<file path="src/vtl_pkg.sv">
// Purpose: Constants and types for the video timing input and low lane block
// Assumes: Parallel clock is i_clk; host reaches registers over Avalon-MM
// Notes:   Operation list below, one line for each behaviour of the block
//
// Operation
// External timing and processing on: V flag follows V blanking input.
// Source holds V blanking high through vertical blanking, low elsewhere.
// V blanking input ignored while embedded timing is selected.
// External timing and processing on: H flag follows H blanking input.
// Host-writable H style bit lives in the processing-disable register.
// Style 0, reset default: H high across blanking including EAV and SAV.
// Style 1: H high only where received TRS H bit marks blanking.
// Low lane is ten bits, bit 9 most significant, bit 0 least.
// 20-bit bus, SMPTE processing, async stream off: low lane carries chroma.
// 20-bit bus, processing bypassed, async stream off: low lane passes through.
// 10-bit bus at either rate: low lane inputs held high impedance.
// SD 20-bit async stream with bypass: low lane inputs high impedance.
// Timing select high locks flywheel to embedded TRS; low to external inputs.
// Blanking inputs and low lane sampled on rising parallel clock edge.
`default_nettype none

package vtl_pkg;

  // ==========================================================================
  // Register map (byte addresses)
  // ==========================================================================
  localparam logic [3:0] VTL_ADDR_PROC_DIS = 4'h0;
  localparam logic [3:0] VTL_ADDR_STATUS   = 4'h4;

  // Processing-disable register fields
  localparam int         VTL_H_STYLE_BIT   = 0;
  localparam logic       VTL_H_STYLE_RST   = 1'b0;

  // Status register fields
  localparam int         VTL_ST_TSEL_BIT   = 0;
  localparam int         VTL_ST_IOEN_BIT   = 1;
  localparam int         VTL_ST_RATE_BIT   = 2;
  localparam int         VTL_ST_WIDTH_BIT  = 3;
  localparam int         VTL_ST_VPS_BIT    = 4;
  localparam int         VTL_ST_ASI_BIT    = 5;
  localparam int         VTL_ST_MODE_LSB   = 6;
  localparam int         VTL_ST_VFLAG_BIT  = 8;
  localparam int         VTL_ST_HFLAG_BIT  = 9;

  // ==========================================================================
  // Widths and reset values
  // ==========================================================================
  localparam int         VTL_LANE_W        = 10;
  localparam int         VTL_CTRL_W        = 6;
  localparam logic [9:0] VTL_LANE_RST      = 10'h000;
  localparam logic [31:0] VTL_RDATA_RST    = 32'h0000_0000;

  // Low lane routing modes
  typedef enum logic [1:0] {
    LANE_HIZ,
    LANE_CHROMA,
    LANE_THRU
  } vtl_lane_mode_t;

  // Bus slave states
  typedef enum logic {
    BUS_IDLE,
    BUS_ACK
  } vtl_bus_st_t;

endpackage

`default_nettype wire

</file>
<file path="src/vtl_sync2.sv">
// Purpose: Two-stage synchroniser for a group of level signals
// Assumes: Inputs are slow levels; no multi-bit coherence is needed
// Notes:   First stage feeds only the second stage
`timescale 1ns/1ps
`default_nettype none

module vtl_sync2 #(
  parameter int WIDTH = 1
) (
  input  wire logic             i_clk,
  input  wire logic             i_rst_n,
  input  wire logic [WIDTH-1:0] i_async,
  output logic      [WIDTH-1:0] o_sync
);

  logic [WIDTH-1:0] meta_q;
  logic [WIDTH-1:0] sync_q;

  // ==========================================================================
  // Synchroniser chain
  // ==========================================================================
  always_ff @(posedge i_clk or negedge i_rst_n)
  begin
    if (!i_rst_n)
    begin
      meta_q <= '0;
      sync_q <= '0;
    end
    else
    begin
      meta_q <= i_async;
      sync_q <= meta_q;
    end
  end

  assign o_sync = sync_q;

endmodule

`default_nettype wire

</file>
<file path="src/vtl_video_timing_input.sv">
// Purpose: Blanking inputs to TRS flags, H style register, low lane routing
// Assumes: i_clk is the parallel clock; V, H and low lane are synchronous to it
// Notes:   Mode pins are asynchronous levels and pass a two-stage synchroniser
`timescale 1ns/1ps
`default_nettype none

module vtl_video_timing_input
  import vtl_pkg::*;
(
  input  wire logic        i_clk,
  input  wire logic        i_rst_n,
  // Mode pins
  input  wire logic        i_timing_source_sel,
  input  wire logic        i_io_processing_enable,
  input  wire logic        i_rate_select,
  input  wire logic        i_bus_width_select,
  input  wire logic        i_video_processing_select,
  input  wire logic        i_async_stream_select,
  // Blanking inputs and low lane
  input  wire logic        i_v_blank,
  input  wire logic        i_h_blank,
  input  wire logic [9:0]  i_low_lane,
  // Avalon-MM slave
  input  wire logic [3:0]  i_avs_address,
  input  wire logic        i_avs_read,
  input  wire logic        i_avs_write,
  input  wire logic [31:0] i_avs_writedata,
  input  wire logic [3:0]  i_avs_byteenable,
  output logic      [31:0] o_avs_readdata,
  output logic             o_avs_waitrequest,
  // To TRS generation and flywheel
  output logic             o_v_flag,
  output logic             o_h_flag,
  output logic             o_h_style,
  output logic             o_flywheel_ext_lock,
  // Low lane towards the data path
  output logic             o_low_lane_in_en,
  output logic             o_low_lane_chroma,
  output logic             o_low_lane_thru,
  output logic      [9:0]  o_low_lane_data
);

  // ==========================================================================
  // Declarations
  // ==========================================================================
  logic [VTL_CTRL_W-1:0] ctrl_async;
  logic [VTL_CTRL_W-1:0] ctrl_sync;
  logic                  s_tsel;
  logic                  s_ioen;
  logic                  s_rate;
  logic                  s_width;
  logic                  s_vps;
  logic                  s_asi;
  logic                  ext_timing;
  vtl_lane_mode_t        lane_mode;

  logic                  v_flag_q;
  logic                  h_flag_q;
  logic                  h_style_q;
  logic                  ext_lock_q;
  logic                  in_en_q;
  logic                  chroma_q;
  logic                  thru_q;
  logic [9:0]            low_data_q;
  vtl_lane_mode_t        mode_q;

  vtl_bus_st_t           bus_st_q;
  logic                  wait_q;
  logic [31:0]           rdata_q;
  logic                  req;
  logic                  take;

  // ==========================================================================
  // Mode pin synchronisation
  // ==========================================================================
  assign ctrl_async = {i_async_stream_select, i_video_processing_select, i_bus_width_select,
                       i_rate_select, i_io_processing_enable, i_timing_source_sel};

  vtl_sync2 #(
    .WIDTH (VTL_CTRL_W)
  ) u_ctrl_sync (
    .i_clk   (i_clk),
    .i_rst_n (i_rst_n),
    .i_async (ctrl_async),
    .o_sync  (ctrl_sync)
  );

  assign s_tsel  = ctrl_sync[0];
  assign s_ioen  = ctrl_sync[1];
  assign s_rate  = ctrl_sync[2];
  assign s_width = ctrl_sync[3];
  assign s_vps   = ctrl_sync[4];
  assign s_asi   = ctrl_sync[5];

  // Flags from the pins only count with external timing and processing on
  assign ext_timing = !s_tsel && s_ioen;

  // ==========================================================================
  // Low lane mode decode
  // ==========================================================================
  // HD 20-bit with async stream is not a legal mode; parked in high impedance
  function automatic vtl_lane_mode_t lane_decode(input logic width, input logic asi,
                                                 input logic vps);
    vtl_lane_mode_t m;
    m = LANE_HIZ;
    if (!width)
      m = LANE_HIZ;
    else if (asi)
      m = LANE_HIZ;
    else if (vps)
      m = LANE_CHROMA;
    else
      m = LANE_THRU;
    return m;
  endfunction

  assign lane_mode = lane_decode(s_width, s_asi, s_vps);

  // ==========================================================================
  // Vertical flag
  // ==========================================================================
  // Sampled on the rising clock; V is in this clock's domain, no synchroniser
  always_ff @(posedge i_clk or negedge i_rst_n)
  begin
    if (!i_rst_n)
      v_flag_q <= 1'b0;
    else
      v_flag_q <= ext_timing && i_v_blank;
  end

  // ==========================================================================
  // Horizontal flag
  // ==========================================================================
  // Style only changes what the source drives; the flag copies H either way
  always_ff @(posedge i_clk or negedge i_rst_n)
  begin
    if (!i_rst_n)
      h_flag_q <= 1'b0;
    else
      h_flag_q <= ext_timing && i_h_blank;
  end

  // ==========================================================================
  // Flywheel lock source
  // ==========================================================================
  always_ff @(posedge i_clk or negedge i_rst_n)
  begin
    if (!i_rst_n)
      ext_lock_q <= 1'b0;
    else
      ext_lock_q <= !s_tsel;
  end

  // ==========================================================================
  // Low lane capture and routing
  // ==========================================================================
  // Data is zeroed while the lane is high impedance so nothing floats inward
  always_ff @(posedge i_clk or negedge i_rst_n)
  begin
    if (!i_rst_n)
    begin
      mode_q     <= LANE_HIZ;
      in_en_q    <= 1'b0;
      chroma_q   <= 1'b0;
      thru_q     <= 1'b0;
      low_data_q <= VTL_LANE_RST;
    end
    else
    begin
      mode_q     <= lane_mode;
      in_en_q    <= (lane_mode != LANE_HIZ);
      chroma_q   <= (lane_mode == LANE_CHROMA);
      thru_q     <= (lane_mode == LANE_THRU);
      low_data_q <= (lane_mode != LANE_HIZ) ? i_low_lane[9:0]
                                            : VTL_LANE_RST;
    end
  end

  // ==========================================================================
  // Avalon-MM slave
  // ==========================================================================
  // One wait cycle per access keeps read data a plain flop
  assign req  = i_avs_read || i_avs_write;
  assign take = (bus_st_q == BUS_IDLE) && req;

  always_ff @(posedge i_clk or negedge i_rst_n)
  begin
    if (!i_rst_n)
    begin
      bus_st_q <= BUS_IDLE;
      wait_q   <= 1'b1;
    end
    else
    begin
      case (bus_st_q)
        BUS_IDLE:
        begin
          if (req)
          begin
            bus_st_q <= BUS_ACK;
            wait_q   <= 1'b0;
          end
        end
        BUS_ACK:
        begin
          bus_st_q <= BUS_IDLE;
          wait_q   <= 1'b1;
        end
        default:
        begin
          bus_st_q <= BUS_IDLE;
          wait_q   <= 1'b1;
        end
      endcase
    end
  end

  // H style register; write lands at the edge the transfer completes
  always_ff @(posedge i_clk or negedge i_rst_n)
  begin
    if (!i_rst_n)
      h_style_q <= VTL_H_STYLE_RST;
    else if ((bus_st_q == BUS_ACK) && i_avs_write && i_avs_byteenable[0]
             && (i_avs_address == VTL_ADDR_PROC_DIS))
      h_style_q <= i_avs_writedata[VTL_H_STYLE_BIT];
  end

  // Read data captured when the request is taken; unmapped reads zero
  always_ff @(posedge i_clk or negedge i_rst_n)
  begin
    if (!i_rst_n)
      rdata_q <= VTL_RDATA_RST;
    else if (take)
    begin
      rdata_q <= VTL_RDATA_RST;
      if (i_avs_read && (i_avs_address == VTL_ADDR_PROC_DIS))
        rdata_q[VTL_H_STYLE_BIT] <= h_style_q;
      else if (i_avs_read && (i_avs_address == VTL_ADDR_STATUS))
      begin
        rdata_q[VTL_ST_TSEL_BIT]                     <= s_tsel;
        rdata_q[VTL_ST_IOEN_BIT]                     <= s_ioen;
        rdata_q[VTL_ST_RATE_BIT]                     <= s_rate;
        rdata_q[VTL_ST_WIDTH_BIT]                    <= s_width;
        rdata_q[VTL_ST_VPS_BIT]                      <= s_vps;
        rdata_q[VTL_ST_ASI_BIT]                      <= s_asi;
        rdata_q[VTL_ST_MODE_LSB+1:VTL_ST_MODE_LSB]   <= mode_q;
        rdata_q[VTL_ST_VFLAG_BIT]                    <= v_flag_q;
        rdata_q[VTL_ST_HFLAG_BIT]                    <= h_flag_q;
      end
    end
  end

  // ==========================================================================
  // Outputs
  // ==========================================================================
  assign o_avs_readdata      = rdata_q;
  assign o_avs_waitrequest   = wait_q;
  assign o_v_flag            = v_flag_q;
  assign o_h_flag            = h_flag_q;
  assign o_h_style           = h_style_q;
  assign o_flywheel_ext_lock = ext_lock_q;
  assign o_low_lane_in_en    = in_en_q;
  assign o_low_lane_chroma   = chroma_q;
  assign o_low_lane_thru     = thru_q;
  assign o_low_lane_data     = low_data_q;
endmodule

`default_nettype wire

</file>
<file path="config.mk">
export PLATFORM = sky130hd
export DESIGN_NAME = vtl_video_timing_input
export DESIGN_NICKNAME = d
export VERILOG_FILES = /design/src/vtl_pkg.sv /design/src/vtl_sync2.sv /design/src/vtl_video_timing_input.sv
export SDC_FILE = /design/constraint.sdc
export NUM_CORES = 1
export LEC_CHECK = 0
export ABC_AREA = 1
export BUFFER_PORTS_ARGS = -buffer_cell sky130_fd_sc_hd__buf_2
export CAP_MARGIN = 5
export CORE_MARGIN = 5
export CORE_UTILIZATION = 38
export CTS_BUF_LIST = sky130_fd_sc_hd__clkbuf_4
export DETAILED_ROUTE_END_ITERATION = 10
export GPL_TIMING_DRIVEN = 0
export PLACE_DENSITY = 0.81
export RECOVER_POWER = 100
export REMOVE_ABC_BUFFERS = 1
export SETUP_SLACK_MARGIN = 0.05
export SLEW_MARGIN = 30
export SYNTH_ARGS = -nofsm -noshare
export SYNTH_HDL_FRONTEND = slang
export SYNTH_HIERARCHICAL = 1
export SYNTH_SLANG_ARGS = --single-unit
</file>
<file path="constraint.sdc">
create_clock -name i_clk -period 0.8 [get_ports i_clk]
set_input_delay 0.16 -clock i_clk [delete_from_list [all_inputs] [get_ports i_clk]]
set_output_delay 0.16 -clock i_clk [all_outputs]
set_load 0.05 [all_outputs]
</file>
==> flow_summary.json <==
{
  "status": "complete, but fails checks",
  "violations": "negative hold slack, negative setup slack",
  "grt_util_met1": 0.147,
  "clock_latency_ns": 0.34,
  "crit_arrival_ns": 1.04,
  "holdWs_ns": -0.0395,
  "io_pins": 112,
  "cts_made_buffers": 5,
  "met2_usage": 0.215,
  "crit_type": "flop to primary output",
  "cap_viol_max_count": 0,
  "grt_max_degree": 44,
  "fillers": 325,
  "period_share": 1.50,
  "cts_buffer_depth": 2,
  "rrSetupSlack_ns": -0.16,
  "sw_frac_of_total": 0.302,
  "synth_common_cells": "dfrtp_1 (42), inv_1 (23), buf_4 (22), nor2_1 (17), nand2_1 (16)",
  "syn_avg_cell_area_um2": 11.2,
  "finalCriticalPeriod_ns": 1.20,
  "netlist_instances": 146,
  "start_util": 0.400,
  "yosysSeqAreaShare": 0.659,
  "fin_nets": 295,
  "internal-power_uw": 3220,
  "crit_chain": "buf_8",
  "seq_power_share": 0.506,
  "dp_slack_ns": -0.359,
  "fmax_mhz": 835,
  "fin_skew_ns": 0.0137,
  "ff2ff_path_depth": 5,
  "worst_ir_drop_vdd_mv": 1.16,
  "io_buffers": 55,
  "r2r_end": "o_h_style",
  "hold_viol": 42,
  "antenna_found_initial": 0,
  "final_layout_size_suffix_gt1_frac": 0.444,
  "grt_setup_unrepaired": "yes",
  "cellPowerDensity_mw_per_mm2": 1880,
  "die_h_um": 75.6,
  "die_x_um": 75.6,
  "path_delay_family": "flip-flops",
  "ys.flop_type": "dfrtp_1",
  "dr.pass1.iters": 4,
  "cts_tree": "built",
  "vias": 1182,
  "p_switching_uw": 1390,
  "synth_edf_count": 0,
  "hpwl_mm": 2.16,
  "yosysTopAreaCell": "dfrtp_1",
  "place_congestion": 0.713,
  "grt.total_usage": 0.130,
  "yosysTopAreaCellShare": 0.643,
  "slew_violations": 0,
  "htreeDepth": 2,
  "diodes": 0,
  "layout_setup_ws_ns": -0.398,
  "synthToLayoutAreaGrowth_pct": 50.0,
  "ctsHoldBuffers": 11,
  "worstSetupPathDepth": 1,
  "first_iter_violations": 46,
  "grt_overflow_total": 0,
  "cts.sinks": 43,
  "cts-root-buf": "clkbuf_4",
  "final_antenna_net_count": 0,
  "worst_pin_slew_ns": 1.01,
  "slowest_delay_ns": 0.56,
  "max_slew_margin": 0.328,
  "final_util": 0.600,
  "drc": 0,
  "synth_seq_cells": 43,
  "num_rows": 23,
  "combPwrFrac": 0.212,
  "grt_pass1_wl_mm": 5.42,
  "r2r-start": "bus_st_q",
  "core_mm2": 0.00409,
  "die_area_mm2": 0.00571,
  "synth.area.top_cells": "dfrtp_1 (64%), buf_4 (10%), inv_1 (5.3%), nor2_1 (3.9%), nand2_1 (3.7%)",
  "synthArstFlopShare": 1.00,
  "clk_pin_slew_ns": 0.13,
  "viasPerCell": 4.16,
  "yosysMostFrequentCell": "dfrtp_1",
  "yosys_warnings": 6,
  "grt_pass1_vias": 1146,
  "setup_violations": 51,
  "top_usage_layer": "met2",
  "yosysUniqueCellTypes": 18,
  "wirelength_mm": 3.63,
  "hp-class": "input pin to async pin",
  "cp_max_fo": 2,
  "multiInputGateArea_um2": 453,
  "wire_per_inst_um": 12.8,
  "worstPathRequired_ns": 0.64,
  "critPathLaunch": "o_avs_waitrequest",
  "leakagePower_uw": 0.00131,
  "regArea_mm2": 0.00108,
  "path_buf_inv": 1,
  "clockPowerShare": 0.282,
  "syn_area_mm2": 0.00163,
  "cp-end-kind": "primary output",
  "startpoint_type": "flop",
  "crit_path_end": "o_avs_waitrequest",
  "use_met3": 0.0580,
  "slowest_stage": "dfstp_2",
  "setup_tns_ns": -8.72
}
[per-layer routing]
metal,share of wire,vias up
met3,0.11,2
met2,0.53,55
met5,0,-
met1,0.35,549
met4,0.0036,0
li1,-,576
[stage by stage]
| step | total power, uW | instances | instance area, um^2 |
|---|---|---|---|
| finish | 4610 | 284 | 2450 |
| global placement | 3080 | 248 | 1860 |
| floorplan | 2890 | 143 | 1530 |
| global route | 4840 | 284 | 2450 |
| CTS | 4620 | 276 | 2350 |
| detailed placement | 3090 | 248 | 1860 |
[cells by family after synthesis]
logic type / Yosys count / synth area share
flops: 43 / 0.659
buf+inv: 48 / 0.170
other cells: 1 / 0.00229
compound gates: 10 / 0.0352
simple gates: 44 / 0.133
[power by group through the flow]
| stage | registers [uW] | logic (uW) | clock network, uW |
|---|---|---|---|
| 6_report | 2330 | 979 | 1300 |
| 3_3_place_gp | 2350 | 731 | 0 |
| 5_1_grt | 2340 | 1040 | 1450 |
| 3_5_place_dp | 2350 | 741 | 0 |
| 4_1_cts | 2330 | 940 | 1350 |
| 2_1_floorplan | 2550 | 333 | 0 |
[area by class of cell]
cell class / count / share of cell area
Inverter: 24 / 0.0398
Multi-Input combinational cell: 78 / 0.185
Clock buffer: 5 / 0.0153
Sequential cell: 43 / 0.440
Timing Repair Buffer: 81 / 0.279
Tap cell: 50 / 0.0255
Clock inverter: 3 / 0.0158
[repair_timing]
action | CTS | global route
setup buffers | 7 | 8
cloned | 2 | 0
pin swaps | 3 | 1
setup endpoints to repair | 55 | 56
endpoints found under the hold margin | 53 | 42
gates resized for setup | 70 | 14
[worst min path at each step]
| stage | from | to |
|---|---|---|
| 6_report | i_rst_n | o_avs_readdata[8] |
| 5_1_grt | i_low_lane[7] | o_low_lane_data[7] |
| 4_1_cts | i_rst_n | o_avs_readdata[1] |
| 3_5_place_dp | i_bus_width_select | u_ctrl_sync/meta_q[3] |
| 3_3_place_gp | i_video_processing_select | u_ctrl_sync/meta_q[4] |
| 2_1_floorplan | i_rst_n | bus_st_q |
[layout by cell type, fill, tap and decap left out, types with 3 or more instances in the layout]
master         count
nor2_2             7
buf_4             12
buf_6             29
clkbuf_4           6
nor2_1            10
dfrtp_1           42
conb_1            22
inv_1             20
o21ai_1            4
buf_2             26
nand2_1           15
o21ai_2            5
dlygate4sd3_1     11
nor2_4             3
[flip-flops by register name (all words and copies together) (netlist names)]
name / count
o_avs_readdata: 10
o_h_style: 1
o_h_flag: 1
o_flywheel_ext_lock: 1
mode_q: 2
o_low_lane_data: 10
o_avs_waitrequest: 1
o_low_lane_thru: 1
bus_st_q: 1
o_v_flag: 1
o_low_lane_chroma: 1
u_ctrl_sync/o_sync: 6
o_low_lane_in_en: 1
u_ctrl_sync/meta_q: 6
No activity file was read; power rests on OpenSTA's default activity.
